## src/shared/adct_consts.vh

```
// constants for the converter sequencing and trigger timer block
`ifndef ADCT_CONSTS_VH
`define ADCT_CONSTS_VH
`define ADCT_CHANNELS 16
`define ADCT_TMR_WIDTH 24
`define ADCT_PERIOD_RST 24'hffffff
// command word layout
`define ADCT_CMD_CHAN_LSB 0
`define ADCT_CMD_CHAN_MSB 3
`define ADCT_CMD_RES8_BIT 4
`define ADCT_CMD_CONT_BIT 5
`define ADCT_CMD_LEN_LSB 8
`define ADCT_CMD_LEN_MSB 11
// trigger source select codes
`define ADCT_TRG_SOFT 2'h0
`define ADCT_TRG_EXT 2'h1
`define ADCT_TRG_SYS0 2'h2
`define ADCT_TRG_SYS1 2'h3
`define ADCT_RES_RST 10'h000
`endif

```

## src/rtl/adct_top.v

```verilog
// converter sequencing, command decode and the two internal trigger down-counters
`timescale 1ns/1ps
`include "adct_consts.vh"
module adct_top #(
	parameter TW = `ADCT_TMR_WIDTH,
	parameter NCH = `ADCT_CHANNELS
) (
	input wire clock, // system clock
	input wire rst, // async reset, high
	input wire [TW-1:0] period0, // period of counter zero
	input wire [TW-1:0] period1, // period of counter one
	input wire load0, // pulse: load period0 now
	input wire load1, // pulse: load period1 now
	input wire tmrEn0, // counter zero runs
	input wire tmrEn1, // counter one runs
	output wire [TW-1:0] count0, // live count zero
	output wire [TW-1:0] count1, // live count one
	output wire trigLineZero, // internal trigger pulse zero
	output wire trigLineOne, // internal trigger pulse one
	input wire [1:0] trigSelA, // trigger source, first converter
	input wire [1:0] trigSelB, // trigger source, second converter
	input wire [3:0] extPinSelA, // trigger pin, first converter
	input wire [3:0] extPinSelB, // trigger pin, second converter
	input wire [NCH-1:0] anaPinA, // digital view of analog pins, first
	input wire [NCH-1:0] anaPinB, // digital view of analog pins, second
	input wire [15:0] cmdDataA, // command word, first
	input wire cmdValidA, // command write strobe, first
	output wire cmdReqA, // wants next command, first
	output wire [9:0] resDataA, // result, first
	output wire resReqA, // result ready, first
	input wire resAckA, // result read, first
	output wire [3:0] muxSelA, // analog input selected, first
	output wire sampleA, // sample strobe to analog core, first
	input wire [9:0] sarValA, // raw analog core value, first
	input wire sarDoneA, // analog core finished, first
	input wire [15:0] cmdDataB, // command word, second
	input wire cmdValidB, // command write strobe, second
	output wire cmdReqB, // wants next command, second
	output wire [9:0] resDataB, // result, second
	output wire resReqB, // result ready, second
	input wire resAckB, // result read, second
	output wire [3:0] muxSelB, // analog input selected, second
	output wire sampleB, // sample strobe, second
	input wire [9:0] sarValB, // raw core value, second
	input wire sarDoneB // core finished, second
);
	localparam ST_IDLE = 2'h0;
	localparam ST_WAIT = 2'h1;
	localparam ST_CONV = 2'h2;
	localparam ST_HOLD = 2'h3;

	reg [TW-1:0] cnt0_r, cnt1_r;
	reg fire0_r, fire1_r;

	// reload at zero without a lost cycle; the count reads as zero for one clock
	always @(posedge clock or posedge rst) begin
		if (rst) begin
			cnt0_r <= `ADCT_PERIOD_RST;
			cnt1_r <= `ADCT_PERIOD_RST;
			fire0_r <= 1'b0;
			fire1_r <= 1'b0;
		end else begin
			fire0_r <= tmrEn0 && !load0 && (cnt0_r == {TW{1'b0}});
			fire1_r <= tmrEn1 && !load1 && (cnt1_r == {TW{1'b0}});
			if (load0)
				cnt0_r <= period0;
			else if (tmrEn0)
				cnt0_r <= (cnt0_r == {TW{1'b0}}) ? period0 : cnt0_r - 1'b1;
			if (load1)
				cnt1_r <= period1;
			else if (tmrEn1)
				cnt1_r <= (cnt1_r == {TW{1'b0}}) ? period1 : cnt1_r - 1'b1;
		end
	end
	assign count0 = cnt0_r;
	assign count1 = cnt1_r;
	assign trigLineZero = fire0_r;
	assign trigLineOne = fire1_r;

	// both converters see the same fire pulse in the same cycle
	reg [NCH-1:0] pinA1_r, pinA2_r, pinB1_r, pinB2_r;
	reg extA_r, extB_r;
	always @(posedge clock or posedge rst) begin
		if (rst) begin
			pinA1_r <= {NCH{1'b0}};
			pinA2_r <= {NCH{1'b0}};
			pinB1_r <= {NCH{1'b0}};
			pinB2_r <= {NCH{1'b0}};
			extA_r <= 1'b0;
			extB_r <= 1'b0;
		end else begin
			pinA1_r <= anaPinA;
			pinA2_r <= pinA1_r;
			pinB1_r <= anaPinB;
			pinB2_r <= pinB1_r;
			extA_r <= pinA2_r[extPinSelA];
			extB_r <= pinB2_r[extPinSelB];
		end
	end
	wire extRiseA = pinA2_r[extPinSelA] && !extA_r;
	wire extRiseB = pinB2_r[extPinSelB] && !extB_r;

	function startSel;
		input [1:0] sel;
		input ext, t0, t1;
		begin
			case (sel)
				`ADCT_TRG_SOFT: startSel = 1'b1;
				`ADCT_TRG_EXT: startSel = ext;
				`ADCT_TRG_SYS0: startSel = t0;
				`ADCT_TRG_SYS1: startSel = t1;
				default: startSel = 1'b0;
			endcase
		end
	endfunction
	wire startA = startSel(trigSelA, extRiseA, fire0_r, fire1_r);
	wire startB = startSel(trigSelB, extRiseB, fire0_r, fire1_r);

	// per-converter sequencer, unrolled through a generate over the two instances
	wire [1:0] cmdV = {cmdValidB, cmdValidA};
	wire [31:0] cmdD = {cmdDataB, cmdDataA};
	wire [1:0] stT = {startB, startA};
	wire [1:0] sDone = {sarDoneB, sarDoneA};
	wire [19:0] sVal = {sarValB, sarValA};
	wire [1:0] rAck = {resAckB, resAckA};
	wire [1:0] cReq, rReq, smp;
	wire [19:0] rDat;
	wire [7:0] mSel;
	genvar g;
	generate
		for (g = 0; g < 2; g = g + 1) begin : conv
			reg [1:0] st_r;
			reg [15:0] cmd_r;
			reg [3:0] left_r;
			reg [9:0] res_r;
			reg rv_r, smp_r;
			wire [3:0] chan = cmd_r[`ADCT_CMD_CHAN_MSB:`ADCT_CMD_CHAN_LSB];
			wire res8 = cmd_r[`ADCT_CMD_RES8_BIT];
			wire cont = cmd_r[`ADCT_CMD_CONT_BIT];
			always @(posedge clock or posedge rst) begin
				if (rst) begin
					st_r <= ST_IDLE;
					cmd_r <= 16'h0000;
					left_r <= 4'h0;
					res_r <= `ADCT_RES_RST;
					rv_r <= 1'b0;
					smp_r <= 1'b0;
				end else begin
					smp_r <= 1'b0;
					// a read and a new result in one cycle: new result wins
					if (rAck[g])
						rv_r <= 1'b0;
					case (st_r)
						ST_IDLE: begin
							if (cmdV[g]) begin
								cmd_r <= cmdD[16*g+15:16*g];
								left_r <= cmdD[16*g+`ADCT_CMD_LEN_MSB:16*g+`ADCT_CMD_LEN_LSB];
								st_r <= ST_WAIT;
							end
						end
						ST_WAIT: begin
							if (stT[g]) begin
								smp_r <= 1'b1;
								st_r <= ST_CONV;
							end
						end
						ST_CONV: begin
							if (sDone[g]) begin
								// eight bit mode keeps the top bits, right aligned
								res_r <= res8 ? {2'b00, sVal[10*g+9:10*g+2]} : sVal[10*g+9:10*g];
								rv_r <= 1'b1;
								st_r <= ST_HOLD;
							end
						end
						ST_HOLD: begin
							// no overwrite: wait until the last result is taken
							if (!rv_r || rAck[g]) begin
								if (left_r != 4'h0) begin
									left_r <= left_r - 4'h1;
									smp_r <= cont;
									st_r <= cont ? ST_CONV : ST_WAIT;
								end else
									st_r <= ST_IDLE;
							end
						end
						default: st_r <= ST_IDLE;
					endcase
				end
			end
			assign cReq[g] = (st_r == ST_IDLE);
			assign rReq[g] = rv_r;
			assign rDat[10*g+9:10*g] = res_r;
			assign mSel[4*g+3:4*g] = chan;
			assign smp[g] = smp_r;
		end
	endgenerate
	assign cmdReqA = cReq[0];
	assign cmdReqB = cReq[1];
	assign resReqA = rReq[0];
	assign resReqB = rReq[1];
	assign resDataA = rDat[9:0];
	assign resDataB = rDat[19:10];
	assign muxSelA = mSel[3:0];
	assign muxSelB = mSel[7:4];
	assign sampleA = smp[0];
	assign sampleB = smp[1];
endmodule // adct_top

```

## config.mk

```make
export PLATFORM = sky130hd
export DESIGN_NAME = adct_top
export DESIGN_NICKNAME = d
export VERILOG_FILES = /design/src/rtl/adct_top.v
export VERILOG_INCLUDE_DIRS = /design/src /design/src/shared
export SDC_FILE = /design/constraint.sdc
export NUM_CORES = 1
export LEC_CHECK = 0
export BUFFER_PORTS_ARGS = -buffer_cell sky130_fd_sc_hd__buf_4
export CAP_MARGIN = 10
export CELL_PAD_IN_SITES_DETAIL_PLACEMENT = 1
export CELL_PAD_IN_SITES_GLOBAL_PLACEMENT = 1
export CORE_UTILIZATION = 30
export CTS_BUF_LIST = sky130_fd_sc_hd__clkbuf_4 sky130_fd_sc_hd__clkbuf_8
export CTS_CLUSTER_SIZE = 16
export DETAILED_ROUTE_END_ITERATION = 12
export PLACE_DENSITY_LB_ADDON = 0.12
export SLEW_MARGIN = 20
export SYNTH_ARGS = -nofsm -noshare
export SYNTH_HDL_FRONTEND = slang
export SYNTH_SLANG_ARGS = --single-unit
```

## constraint.sdc

```tcl
create_clock -name clock -period 9.33 [get_ports clock]
set_clock_uncertainty 0.2 [all_clocks]
set_input_delay 0.4665 -clock clock [delete_from_list [all_inputs] [get_ports clock]]
set_output_delay 0.4665 -clock clock [all_outputs]
set_load 0.1 [all_outputs]
```

==> PnR_summary.wiki <==
{| class="wikitable"
! Metric !! Value
|-
| Total via count in the routed design || 6429
|-
| Crit-path max FO || 34
|-
| Critical Path Start Type || flip-flop
|-
| WL final || 23100 um
|-
| Buf/Inv on CP || 0
|-
| Area taken by multi-input logic gates || 3180 um^2
|-
| Cell type contributing the most total cell area after synthesis || sky130_fd_sc_hd__dfrtp_1
|-
| RSZ-0062 raised after global routing || no
|-
| Count of antenna-violating nets left after detailed routing || 0
|-
| Clock H-tree levels || 4
|-
| Data required time of the worst path || 9.50 ns
|-
| Most common library cell in the layout ignoring fill and taps || sky130_fd_sc_hd__buf_4
|-
| Leakage Power || 4.54 nW
|-
| Final hold violation count || 12
|-
| Area Overhead vs Synth || 35.3%
|-
| Post-CTS Resized || 0
|-
| Critical R2R Capture || count0[13]
|-
| Crit Reg-Reg Startpoint || count0[15]
|-
| Number of search-and-repair iterations in the first detailed-routing pass || 4
|-
| Portion of the clock cycle consumed by the worst path in the final layout || 0.325
|-
| Mean post-synth cell area || 10.9 um^2
|-
| Iteration-0 DRC Markers || 246
|-
| Count of non-filler cells in the finished layout || 1285
|-
| Commonest cells after routing, fill and taps aside || sky130_fd_sc_hd__buf_4, sky130_fd_sc_hd__dfrtp_1, sky130_fd_sc_hd__nand2_1
|-
| Met2 WL post-DR || 10800 um
|-
| Post-DP HPWL || 16300 um
|-
| Vias in the first global route || 6683
|-
| Crit path capture || count0[13]
|-
| Ys async rst share || 1.00
|-
| Core Area || 25000 um^2
|-
| PD cells || 276 nW/um^2
|-
| Time the final worst path needs with I/O delays and setup || 3.03 ns
|-
| Boundary Pins || 240
|-
| Height of the chip || 161 um
|-
| Initial Util || 0.305
|-
| Total routing resource utilization after global routing || 0.181
|-
| Type of the worst min-delay path || in2async
|-
| Total of max-cap violations || 0
|-
| Slowest-stage cell, CP || sky130_fd_sc_hd__a31o_2
|-
| Cell total after placement || 1220
|-
| Worst setup slack for register-to-register paths || 6.30 ns
|-
| Sequential fraction of the synthesis area || 0.546
|-
| DRC errors left || 0
|-
| Top cells by area, synth || sky130_fd_sc_hd__dfrtp_1, sky130_fd_sc_hd__dfstp_2, sky130_fd_sc_hd__o21ai_0
|-
| Most used flip-flop cell after synthesis || sky130_fd_sc_hd__dfrtp_1
|-
| Average vias per placed instance || 5.00
|-
| Total of flip-flops plus latches after synthesis || 164
|-
| Number of buffers inserted to repair setup after CTS || 0
|-
| Number of nets at the end of the flow || 1104
|-
| TritonCTS buffer count || 17
|-
| Top cell type's share of synthesized area || 0.380
|-
| Number of failing setup endpoints in the final timing report || 0
|-
| Antenna violations before repair || 1
|-
| Kind of cell adding the most delay to the critical path || compound AO/OA/AOI/OAI gates
|-
| Netlist area before placement || 7630 um^2
|-
| Number of flops mapped to enable cells by yosys || 0
|-
| Worst vdd rail ir drop || 158 uV
|-
| Final routed wire length divided by cell count || 18.0 um
|-
| Worst hold slack across all endpoints || -0.00765 ns
|-
| Setup CP Type || reg2reg
|-
| Critical path origin || count0[15]
|-
| Total count of max-transition violations in the final report || 0
|-
| Worst reg2reg path depth || 5
|-
| Chip width || 161 um
|-
| Post-synthesis cell type count || 64
|-
| Clock tree from TritonCTS || yes
|-
| CP cell instances || or4_1 > nor4_4 > a31o_2 > o21ai_0 > a221o_1
|-
| Endpoint arrival time on the critical path || 3.20 ns
|-
| Worst path max stage delay || 0.68 ns
|-
| Sink Count || 164
|-
| Clock latency reported for the late side of the worst-skew pair || 0.45 ns
|-
| Cell depth of the worst setup path || 5
|-
| Site Rows || 58
|-
| Status || finished, violations left
|-
| Layout cells sized above 1 || 0.379
|-
| Metal3 WL || 1340 um
|-
| Port Buffers || 227
|-
| Highest routing layer actually used || met5
|-
| Yosys warnings || 0
|-
| Total gr overflow || 0
|-
| GPL Wtd Cong || 0.746
|-
| Buffer depth of the longest clock path || 2
|-
| Pin count of the biggest net entering global routing || 95
|-
| Violations in the final reports || hold timing
|-
| Gate Count Post-Synth || 699
|-
| Post-Syn Nets || 861
|-
| Capturing element type of the critical path || flip-flop
|-
| Worst slew slack as a fraction of its limit || 0.323
|-
| Fill cell instance count of the final layout || 2843
|-
| Number of antenna diodes || 0
|-
| Detailed-routing wirelength on met1 || 10700 um
|-
| Wire length of the first global-routing pass || 36700 um
|-
| Clock transition at path regs || 0.10 ns
|-
| Peak Freq || 330 MHz
|-
| Final total negative setup slack || 0 ns
|-
| Worst Tran Pin Value || 1.01 ns
|-
| Total die area || 26100 um^2
|-
| Buffer type at the clock tree root || sky130_fd_sc_hd__clkbuf_8
|-
| FF/Latch Area || 4160 um^2
|}
==> worst register-to-register path: cells and delay by family, from the launching register on <==
kind             cells  cell delay (ns)
flip-flops           1             0.41
AO/OA/AOI/OAI        3             1.28
AND/OR/NAND/NOR      2             1.08
==> synthesized netlist by cell type (6+ instances only) <==
cell type,instances
sky130_fd_sc_hd__or3_1,9
sky130_fd_sc_hd__nand2_1,65
sky130_fd_sc_hd__dfstp_2,48
sky130_fd_sc_hd__mux2i_1,29
sky130_fd_sc_hd__o21ai_0,59
sky130_fd_sc_hd__a21oi_1,22
sky130_fd_sc_hd__o211ai_1,10
sky130_fd_sc_hd__nand4_1,8
sky130_fd_sc_hd__or4_1,10
sky130_fd_sc_hd__a211oi_1,9
sky130_fd_sc_hd__a211o_1,8
sky130_fd_sc_hd__o311ai_0,10
sky130_fd_sc_hd__nor3_1,21
sky130_fd_sc_hd__dfrtp_1,116
sky130_fd_sc_hd__and3_1,7
sky130_fd_sc_hd__buf_4,9
sky130_fd_sc_hd__nand3_1,23
sky130_fd_sc_hd__a22oi_1,8
sky130_fd_sc_hd__or2_2,7
sky130_fd_sc_hd__nor4_1,9
sky130_fd_sc_hd__inv_1,26
sky130_fd_sc_hd__nor2_1,32
sky130_fd_sc_hd__mux2_2,18
sky130_fd_sc_hd__ha_1,6
sky130_fd_sc_hd__mux4_2,7
sky130_fd_sc_hd__nor3b_1,8
sky130_fd_sc_hd__nand2b_1,8
sky130_fd_sc_hd__clkbuf_1,30
sky130_fd_sc_hd__o21a_1,6
==> repair_timing <==
action	4_1_cts	5_1_grt
setup endpoints to repair	0	0
hold buffers	33	0
hold endpoints to repair	33	0
==> through the flow <==
stage	worst slack, ns	area [um^2]	util	power [mW]
5_1_grt	6.15	10300	0.412	3.00
6_report	6.30	10300	0.412	2.85
3_3_place_gp	6.35	9610	0.384	2.32
2_1_floorplan	4.31	7630	-	2.05
4_1_cts	6.29	10300	0.412	2.89
3_5_place_dp	6.31	9610	0.384	2.34
==> cell families after synthesis <==
kind of cell,share of synthesized area
muxes,0.0853
and+or+nand+nor,0.170
adders and majority gates,0.00984
AOI/OAI and AO/OA,0.151
buffers and inverters,0.0384
DFF,0.546
==> per-layer routing <==
layer | GRT usage | up-vias
met5 | 0 | -
met4 | 0.0472 | 2
met3 | 0.0457 | 13
met2 | 0.290 | 168
met1 | 0.242 | 3185
li1 | - | 3061
==> power by group <==
group	internal (mW)	switching [mW]
registers	0.874	0.134
clock network	0.223	0.303
logic	0.340	0.974
total	1.44	1.41
==> worst min-delay path by stage <==
stage                     cells past startpoint        start  slack, ns          endpoint
after floorplan                               0   pinA1_r[0]       0.13        pinA2_r[0]
after global placement                        0  pinA1_r[12]       0.13       pinA2_r[12]
after detailed placement                      0   pinA1_r[8]       0.14        pinA2_r[8]
after CTS                                     2  cmdDataB[1]      0.003  conv[1].cmd_r[1]
after global routing                          3   period1[9]      0.006         count1[9]
final                                         2          rst     -0.008       resDataB[2]
==> sequential cells by signal, summed over array words and instances, names as in the netlist, 4 cells and up <==
signal and cells:
pinA1_r 16, pinA2_r 16, conv.st_r 4, count1 24, resDataA 10, conv.left_r 8, count0 24, resDataB 10
pinB2_r 16, pinB1_r 16, conv.cmd_r 12
==> layout make-up <==
| class | instances | area share |
|---|---|---|
| timing repair buffer | 266 | 0.201 |
| tap | 330 | 0.0400 |
| sequential | 164 | 0.403 |
| clock buffer | 18 | 0.0234 |
| inverter | 26 | 0.00993 |
| clock inverter | 14 | 0.0139 |
| multi-input combinational | 467 | 0.308 |
(Power assumes the default switching activity.)
